### src/can_trx_consts.svh
/*
  Timing constants and mode encodings for the CAN transceiver mode control.
  Assumes a 20 MHz mclk; included by bare name.
*/
`ifndef CAN_TRX_CONSTS_SVH
`define CAN_TRX_CONSTS_SVH
`define CLK_PERIOD_NS      50
`define TEN_TIME_NS        10000
`define TEN_CYCLES         ((`TEN_TIME_NS + `CLK_PERIOD_NS - 1) / `CLK_PERIOD_NS)
`define TRX_MODE_OFF       2'h0
`define TRX_MODE_WAKE      2'h1
`define TRX_MODE_RXONLY    2'h2
`define TRX_MODE_NORMAL    2'h3
`define FIFO_DEPTH_DEF     8
`endif

### src/can_trx_pkg.sv
/*
  Types shared by the CAN transceiver mode control.
  Assumes the consts header carries the encodings.
*/
package can_trx_pkg;
  typedef enum logic [1:0] {CHIP_NORMAL, CHIP_STOP, CHIP_SLEEP, CHIP_FAILSAFE} chipMode_t;
  typedef logic [1:0] trxMode_t;
endpackage

### src/bit_stream_if.sv
/*
  Valid/ready stream of bus samples between the control and its FIFO.
  Assumes one clock domain.
*/
`timescale 1ns/1ns
`default_nettype none
interface bit_stream_if #(parameter int W = 1);
  logic         valid;
  logic         ready;
  logic [W-1:0] data;
  modport src (output valid, output data, input ready);
  modport snk (input valid, input data, output ready);
endinterface
`default_nettype wire

### src/sample_fifo.sv
/*
  Flip-flop FIFO with valid/ready on both sides.
  Assumes one clock and an active-low asynchronous reset.
*/
`timescale 1ns/1ns
`default_nettype none
module sample_fifo #(
  parameter int W     = 1,
  parameter int DEPTH = 8
) (
  input  wire logic  mclk,
  input  wire logic  arst_n,
  bit_stream_if.snk  inS,
  bit_stream_if.src  outS
);
  localparam int AW = $clog2(DEPTH);
  logic [W-1:0] mem_r [DEPTH];
  logic [W-1:0] mem_nxt [DEPTH];
  logic [AW-1:0] wrPtr_r, wrPtr_nxt, rdPtr_r, rdPtr_nxt;
  logic [AW:0]   count_r, count_nxt;
  logic          push, pop;

  // ****************************************
  // Next state
  // ****************************************
  assign inS.ready  = (count_r != (AW+1)'(DEPTH));
  assign outS.valid = (count_r != '0);
  assign outS.data  = mem_r[rdPtr_r];
  assign push = inS.valid & inS.ready;
  assign pop  = outS.valid & outS.ready;

  always_comb
  begin
    mem_nxt   = mem_r;
    wrPtr_nxt = wrPtr_r;
    rdPtr_nxt = rdPtr_r;
    count_nxt = count_r;
    if (push)
    begin
      mem_nxt[wrPtr_r] = inS.data;
      wrPtr_nxt = (wrPtr_r == AW'(DEPTH-1)) ? '0 : wrPtr_r + 1'b1;
    end
    if (pop)
      rdPtr_nxt = (rdPtr_r == AW'(DEPTH-1)) ? '0 : rdPtr_r + 1'b1;
    if (push && !pop)
      count_nxt = count_r + 1'b1;
    else if (pop && !push)
      count_nxt = count_r - 1'b1;
  end

  // ****************************************
  // Registers
  // ****************************************
  genvar g;
  generate
    for (g = 0; g < DEPTH; g++)
    begin : gMem
      always_ff @(posedge mclk or negedge arst_n)
      begin
        if (!arst_n)
          mem_r[g] <= '0;
        else
          mem_r[g] <= mem_nxt[g];
      end
    end
  endgenerate

  always_ff @(posedge mclk or negedge arst_n)
  begin
    if (!arst_n)
    begin
      wrPtr_r <= '0;
      rdPtr_r <= '0;
      count_r <= '0;
    end
    else
    begin
      wrPtr_r <= wrPtr_nxt;
      rdPtr_r <= rdPtr_nxt;
      count_r <= count_nxt;
    end
  end
endmodule
`default_nettype wire

### src/can_trx_wait_timer.sv
/*
  Enabling-wait counter: loads on start, counts down, flags done.
  Assumes one clock and an active-low asynchronous reset.
*/
`timescale 1ns/1ns
`default_nettype none
`include "can_trx_consts.svh"
module can_trx_wait_timer #(
  parameter int CYCLES = `TEN_CYCLES
) (
  input  wire logic mclk,
  input  wire logic arst_n,
  input  wire logic start,
  input  wire logic run,
  output logic      done
);
  localparam int CW = $clog2(CYCLES + 1);
  logic [CW-1:0] cnt_r, cnt_nxt;

  always_comb
  begin
    cnt_nxt = cnt_r;
    if (!run)
      cnt_nxt = '0;
    else if (start)
      cnt_nxt = CW'(CYCLES);
    else if (cnt_r != '0)
      cnt_nxt = cnt_r - 1'b1;
  end

  always_ff @(posedge mclk or negedge arst_n)
  begin
    if (!arst_n)
      cnt_r <= '0;
    else
      cnt_r <= cnt_nxt;
  end

  assign done = run && !start && (cnt_r == '0);
endmodule
`default_nettype wire

### src/can_transceiver_mode_control.sv
/*
  Mode control and data-path gating of the CAN transceiver: off, wake
  capable, receive only and normal modes, the enabling wait, and bus wake.
  Assumes tx_data_in, busRxLevel and busWakeEvent are synchronous to mclk.
*/
//Contract
//- Off mode after reset; allowed in every chip mode
//- Bus wake ignored while off
//- Normal mode only in chip normal mode
//- Driver copies transmit input; low is dominant
//- Dominant begun before wait end not forwarded
//- Receiver converts bus level to receive output
//- Receive-only disables driver, keeps reception
//- Receive-only allowed in chip normal or stop
//- Wake capable mode detects bus wake event
//- After wake, mode stays 01, output low
//- Rearm on stop/sleep/failsafe entry or toggle
`timescale 1ns/1ns
`default_nettype none
`include "can_trx_consts.svh"
module can_transceiver_mode_control #(
  parameter int WAIT_CYCLES = `TEN_CYCLES,
  parameter int FIFO_DEPTH  = `FIFO_DEPTH_DEF
) (
  input  wire logic                mclk,
  input  wire logic                arst_n,
  input  wire can_trx_pkg::chipMode_t chipMode,
  input  wire can_trx_pkg::trxMode_t  modeReq,
  input  wire logic                modeReqStb,
  input  wire logic                tx_data_in,
  input  wire logic                busRxLevel,
  input  wire logic                busWakeEvent,
  output logic                     busDriveDom,
  output logic                     busDriveEn,
  output logic                     rx_data_out,
  output can_trx_pkg::trxMode_t    trxMode,
  output logic                     wakeFlag
);
  import can_trx_pkg::*;

  typedef enum {TX_GATED, TX_SEEN_HIGH, TX_OPEN} txGate_t;

  trxMode_t  mode_r, mode_nxt;
  chipMode_t chipPrev_r, chipPrev_nxt;
  txGate_t   gate_r, gate_nxt;
  logic      armed_r, armed_nxt;
  logic      woken_r, woken_nxt;
  logic      drvEn_r, drvEn_nxt;
  logic      drvDom_r, drvDom_nxt;
  logic      rxOut_r, rxOut_nxt;
  logic      wakeFlag_r, wakeFlag_nxt;
  logic      enterNormal, waitDone, reqOk, rearmChip;

  bit_stream_if #(.W(1)) toFifo ();
  bit_stream_if #(.W(1)) fromFifo ();

  // ****************************************
  // Mode selection
  // ****************************************
  always_comb
  begin
    unique case (modeReq)
      `TRX_MODE_NORMAL: reqOk = (chipMode == CHIP_NORMAL);
      `TRX_MODE_RXONLY: reqOk = (chipMode == CHIP_NORMAL) || (chipMode == CHIP_STOP);
      default:          reqOk = 1'b1;
    endcase
  end

  // Entry into a low-power chip mode rearms wake monitoring
  assign rearmChip = (chipMode != chipPrev_r) &&
                     (chipMode == CHIP_STOP || chipMode == CHIP_SLEEP || chipMode == CHIP_FAILSAFE);
  assign enterNormal = modeReqStb && reqOk && (modeReq == `TRX_MODE_NORMAL) && (mode_r != `TRX_MODE_NORMAL);

  always_comb
  begin
    mode_nxt     = mode_r;
    chipPrev_nxt = chipMode;
    armed_nxt    = armed_r;
    woken_nxt    = woken_r;
    wakeFlag_nxt = 1'b0;
    if (modeReqStb && reqOk && modeReq != mode_r)
    begin
      mode_nxt  = modeReq;
      armed_nxt = 1'b1;
      woken_nxt = 1'b0;
    end
    else if (rearmChip)
      armed_nxt = 1'b1;
    // Chip mode dropped out of its allowed set: fall back to off
    if (mode_nxt == `TRX_MODE_NORMAL && chipMode != CHIP_NORMAL)
      mode_nxt = `TRX_MODE_OFF;
    if (mode_nxt == `TRX_MODE_RXONLY && chipMode != CHIP_NORMAL && chipMode != CHIP_STOP)
      mode_nxt = `TRX_MODE_OFF;
    // Wake only counts while armed in wake capable mode; off ignores it
    if (mode_r == `TRX_MODE_WAKE && mode_nxt == `TRX_MODE_WAKE && armed_r && busWakeEvent)
    begin
      armed_nxt    = 1'b0;
      woken_nxt    = 1'b1;
      wakeFlag_nxt = 1'b1;
    end
  end

  // ****************************************
  // Transmit gating
  // ****************************************
  can_trx_wait_timer #(.CYCLES(WAIT_CYCLES)) uTimer (
    .mclk   (mclk),
    .arst_n (arst_n),
    .start  (enterNormal),
    .run    (mode_nxt == `TRX_MODE_NORMAL),
    .done   (waitDone)
  );

  always_comb
  begin
    gate_nxt = gate_r;
    if (mode_r != `TRX_MODE_NORMAL || enterNormal)
      gate_nxt = TX_GATED;
    else
    begin
      unique case (gate_r)
        TX_GATED:     if (waitDone) gate_nxt = tx_data_in ? TX_OPEN : TX_SEEN_HIGH;
        TX_SEEN_HIGH: if (tx_data_in) gate_nxt = TX_OPEN;
        TX_OPEN:      gate_nxt = TX_OPEN;
      endcase
    end
  end

  // Samples pass the FIFO, drained every cycle in every mode; the driver
  // takes tx_data_in directly, not the FIFO output.
  assign toFifo.valid  = 1'b1;
  assign toFifo.data   = tx_data_in;
  assign fromFifo.ready = 1'b1;

  sample_fifo #(.W(1), .DEPTH(FIFO_DEPTH)) uFifo (
    .mclk   (mclk),
    .arst_n (arst_n),
    .inS    (toFifo.snk),
    .outS   (fromFifo.src)
  );

  always_comb
  begin
    drvEn_nxt  = (mode_r == `TRX_MODE_NORMAL) && (gate_r == TX_OPEN);
    drvDom_nxt = drvEn_nxt && !tx_data_in;
    if (woken_nxt && mode_nxt == `TRX_MODE_WAKE)
      rxOut_nxt = 1'b0;
    else if (mode_nxt == `TRX_MODE_NORMAL || mode_nxt == `TRX_MODE_RXONLY)
      rxOut_nxt = busRxLevel;
    else
      rxOut_nxt = 1'b1;
  end

  // ****************************************
  // Registers
  // ****************************************
  always_ff @(posedge mclk or negedge arst_n)
  begin
    if (!arst_n)
    begin
      mode_r     <= `TRX_MODE_OFF;
      chipPrev_r <= CHIP_NORMAL;
      gate_r     <= TX_GATED;
      armed_r    <= 1'b1;
      woken_r    <= 1'b0;
      drvEn_r    <= 1'b0;
      drvDom_r   <= 1'b0;
      rxOut_r    <= 1'b1;
      wakeFlag_r <= 1'b0;
    end
    else
    begin
      mode_r     <= mode_nxt;
      chipPrev_r <= chipPrev_nxt;
      gate_r     <= gate_nxt;
      armed_r    <= armed_nxt;
      woken_r    <= woken_nxt;
      drvEn_r    <= drvEn_nxt;
      drvDom_r   <= drvDom_nxt;
      rxOut_r    <= rxOut_nxt;
      wakeFlag_r <= wakeFlag_nxt;
    end
  end

  assign busDriveEn  = drvEn_r;
  assign busDriveDom = drvDom_r;
  assign rx_data_out = rxOut_r;
  assign trxMode     = mode_r;
  assign wakeFlag    = wakeFlag_r;

  // ****************************************
  // Assertions
  // ****************************************
  // Cycles since normal entry; saturates so a long run never wraps back into the wait
  logic [31:0] sinceEn_r, sinceEn_nxt;

  always_comb
  begin
    sinceEn_nxt = sinceEn_r;
    if (enterNormal)
      sinceEn_nxt = '0;
    else if (sinceEn_r != '1)
      sinceEn_nxt = sinceEn_r + 1'b1;
  end

  always_ff @(posedge mclk or negedge arst_n)
  begin
    if (!arst_n)
      sinceEn_r <= '1;
    else
      sinceEn_r <= sinceEn_nxt;
  end
endmodule
`default_nettype wire

### config.mk
export PLATFORM = sky130hd
export DESIGN_NAME = can_transceiver_mode_control
export DESIGN_NICKNAME = d
export VERILOG_FILES = /design/src/can_trx_pkg.sv /design/src/bit_stream_if.sv /design/src/sample_fifo.sv /design/src/can_trx_wait_timer.sv /design/src/can_transceiver_mode_control.sv
export VERILOG_INCLUDE_DIRS = /design/src
export SDC_FILE = /design/constraint.sdc
export NUM_CORES = 1
export LEC_CHECK = 0
export BUFFER_PORTS_ARGS = -buffer_cell sky130_fd_sc_hd__buf_2
export CAP_MARGIN = 0
export CELL_PAD_IN_SITES_DETAIL_PLACEMENT = 1
export CELL_PAD_IN_SITES_GLOBAL_PLACEMENT = 2
export CORE_UTILIZATION = 38
export DETAILED_ROUTE_END_ITERATION = 6
export GPL_ROUTABILITY_DRIVEN = 1
export PLACE_DENSITY = 0.83
export SLEW_MARGIN = 0
export SYNTH_ARGS = -nofsm -noshare
export SYNTH_HDL_FRONTEND = slang
export SYNTH_SLANG_ARGS = --single-unit
### constraint.sdc
create_clock -name mclk -period 3.2 [get_ports mclk]
set_input_delay 0.64 -clock mclk [delete_from_list [all_inputs] [get_ports mclk]]
set_output_delay 0.64 -clock mclk [all_outputs]
set_load 0.1 [all_outputs]
==> run summary <==
## Yosys
* 20 — number of flip-flops and latches in the synthesized netlist
* sky130_fd_sc_hd__dfrtp_1, sky130_fd_sc_hd__a21oi_1, sky130_fd_sc_hd__inv_1, sky130_fd_sc_hd__nor2_1 — Synth top cells by count
* 40 — unique cell type count in the Yosys netlist
* 0 — EDFF count, synth
* 1140 µm² — synthesized cell area
* simple AND/OR/NAND/NOR gates — combinational family with the most area after synthesis
* 39.6% — area fraction of the dominant cell type after synthesis
* 44.3% — share of synthesized area occupied by flip-flops and latches
* sky130_fd_sc_hd__dfrtp_1, sky130_fd_sc_hd__ha_1, sky130_fd_sc_hd__dfstp_2 — synth top area cells
* 128 — post-synth net total
* 16.4% — post-synthesis compound-gate area fraction
* 4.63% — Synth Area in XOR/XNOR
* 10.1 µm² — average footprint of a synthesized cell
* 113 — cell count after synthesis
* sky130_fd_sc_hd__dfrtp_1 — most instantiated library cell after synthesis
* 0 — number of warning messages in the yosys log
* 100% — async set-reset flop share out of synthesis
* 5.51% — Synth Area in Adders
* 23.0% — simple logic cell fraction of the synthesized area
* sky130_fd_sc_hd__dfrtp_1 — cell type with the highest aggregate area in the netlist
* sky130_fd_sc_hd__dfrtp_1 — predominant post-synthesis flop cell
* 1.76% — portion of netlist area occupied by mux cells

## Detailed routing
* 5.69 — via-per-instance ratio
* 2 — number of remaining DRC errors
* 905 — detailed-route via count
* 33 — initial detailed-routing violation count
* 0 — number of routed nets with antenna violations
* 2520 µm — Post-Route WL
* 15.8 µm — routed length per placed instance
* 6 — number of optimization iterations in the first detailed-route pass

## Setup path
* buf_2 — cells along the critical path
* 1 — Crit path buffers/inverters
* sky130_fd_sc_hd__dfrtp_1 — Slowest cell on crit path
* 9 — maximum fanout encountered on the critical timing path
* 2.56 ns — Critical Path RT
* 0.55 ns — Largest stage delay, worst path
* 1.34 ns — CP arrival
* flip-flops — gate family responsible for the most delay along the worst path
* primary output — endpoint kind of the worst setup timing path
* register — type of element launching the critical path
* register to primary output — startpoint-to-endpoint class of the critical path

## Clocking
* done — clock tree from TritonCTS
* 0 — number of gates resized after cts
* 0.11 ns — clock-pin slew of the registers on the worst-case setup and hold paths
* 0 — CTS hold repair buffers
* 20 — number of clock sinks seen by CTS
* 0.30 ns — Clock Latency Late Sink
* 3 — number of buffers inserted during clock tree synthesis
* sky130_fd_sc_hd__clkbuf_4 — buffer type at the clock tree root
* 1 — htree depth
* 0 — number of setup buffers added after CTS
* 2 — Clock Path Buffers

## Die
* 19 — number of cell rows
* 2810 µm² — Std-Cell Core Area
* 16 — Ports
* 3210 µm² — die outline area
* 40.5% — initial core utilization
* 56.7 µm — Die X
* 56.7 µm — chip height

## Timing
* 0 — count of final setup violators
* 0.000781 ns — Clock Skew
* 0 — final hold violation count
* false — unrepaired setup endpoints after global routing
* 61.9% — share of the clock period used by the worst path
* 0 ns — aggregate negative setup slack
* 0 — number of slew-limit violations in the final report
* 1.98 ns — time the worst path needs with I/O delays and setup
* 0.267 ns — worst-case hold slack
* 1.22 ns — post-route setup slack
* 0.487 ns — worst-margin pin slew
* 505 MHz — maximum frequency from static timing analysis
* 67.7% — relative max-transition margin

## Placement
* 1940 µm — placed wire-length estimate after detailed placement
* 1.20 ns — worst setup timing slack at the placement stage
* 156 — post-placement cell count
* 15 — # port buffers
* 0.866 — final estimated routing congestion in global placement
* 1230 µm² — post-placement cell area

## Layout
* 1260 µm² — Design Area, Final
* 159 — fin cells
* 44.8% — final core utilization
* 21.9% — share of final-layout standard cells stronger than drive strength 1
* 10.6% — area grow syn2layout
* 145 — number of nets in the layout
* 0 — Antenna Diode Count

## Global routing
* 17.8% — all-layer global routing usage
* 21 — pin count of the biggest net entering global routing
* 978 — via count of the first global-routing pass
* 0 — antenna violations before repair
* 0 — total overflow reported by the global router
* 4460 µm — global-route wire length before repair

## Power and ir drop
* 0.603 nW — Leak
* 160 µV — worst voltage drop across the vdd grid
* 0.514 mW — post-layout total power
* 409 nW/µm² — PD cells

## Min path
* input pin to asynchronous set/reset pin — Hold Crit Class

## Run status
* design-rule violations — violated checks
* finished, violations left — result of the run

## Run
* 0 — maxcap violations

final timing paths:
check,start,endpoint,slack [ns],cells past startpoint
worst max-delay path,trxMode[0],trxMode[0],1.22,1
worst min register to register,woken_r,woken_r,0.57,2
min in group mclk,tx_data_in,busDriveDom,0.51,2
worst min-delay path,arst_n,uTimer.cnt_r[4],0.27,1
worst max register to register,uTimer.cnt_r[0],gate_r[1],1.32,6
max in group asynchronous,arst_n,armed_r,2.59,1
layer usage:
metal	vias up	routed length (µm)	global-route usage, %
li1	429	-	-
met1	453	1070	21.4
met4	0	39	6.79
met5	-	0	0
met2	18	1330	32.1
met3	5	78	2.30
kinds of logic (layout without fill, tap and decap cells):
kind of cell,after synthesis,in the layout
AND/OR/NAND/NOR,42,42
multiplexers,2,2
buffers and inverters,12,27
AO/OA/AOI/OAI,26,26
flip-flops,20,20
XOR/XNOR,6,6
adder cells (fa/ha/maj),5,5
state kept, by name, summed over array words and instances, names as in the netlist, 2 cells and up:
signal / count
trxMode: 2
gate_r: 2
uTimer.cnt_r: 8
chipPrev_r: 2
final cells by class:
| class | count | area [µm²] |
|---|---|---|
| Multi-Input combinational cell | 81 | 583 |
| Clock buffer | 3 | 22.5 |
| Sequential cell | 20 | 503 |
| Tap cell | 31 | 38.8 |
| Inverter | 9 | 33.8 |
| Fill cell | 333 | 1550 |
| Timing Repair Buffer | 15 | 75.1 |
cells in the final DEF (no fill, tap or decap), types with 2 or more instances in the layout:
| cell | count |
|---|---|
| sky130_fd_sc_hd__dfrtp_1 | 18 |
| sky130_fd_sc_hd__buf_2 | 15 |
| sky130_fd_sc_hd__inv_1 | 9 |
| sky130_fd_sc_hd__a21oi_1 | 9 |
| sky130_fd_sc_hd__nor2_1 | 8 |
| sky130_fd_sc_hd__o21ai_0 | 6 |
| sky130_fd_sc_hd__nand2_1 | 6 |
| sky130_fd_sc_hd__nor3_1 | 5 |
| sky130_fd_sc_hd__ha_1 | 5 |
| sky130_fd_sc_hd__nor2b_1 | 4 |
| sky130_fd_sc_hd__xnor2_1 | 4 |
| sky130_fd_sc_hd__nand2b_1 | 3 |
| sky130_fd_sc_hd__clkbuf_4 | 3 |
| sky130_fd_sc_hd__nand3_1 | 2 |
| sky130_fd_sc_hd__and2_1 | 2 |
| sky130_fd_sc_hd__and3_1 | 2 |
| sky130_fd_sc_hd__xor2_1 | 2 |
| sky130_fd_sc_hd__a211oi_1 | 2 |
| sky130_fd_sc_hd__mux2i_1 | 2 |
| sky130_fd_sc_hd__dfstp_2 | 2 |
where the power goes:
group	switching, mW	internal (mW)	leakage [nW]
sequential	0.0115	0.268	0.264
combinational	0.0842	0.0314	0.325
clock	0.0752	0.0439	0.0138
(Power assumes the default switching activity.)
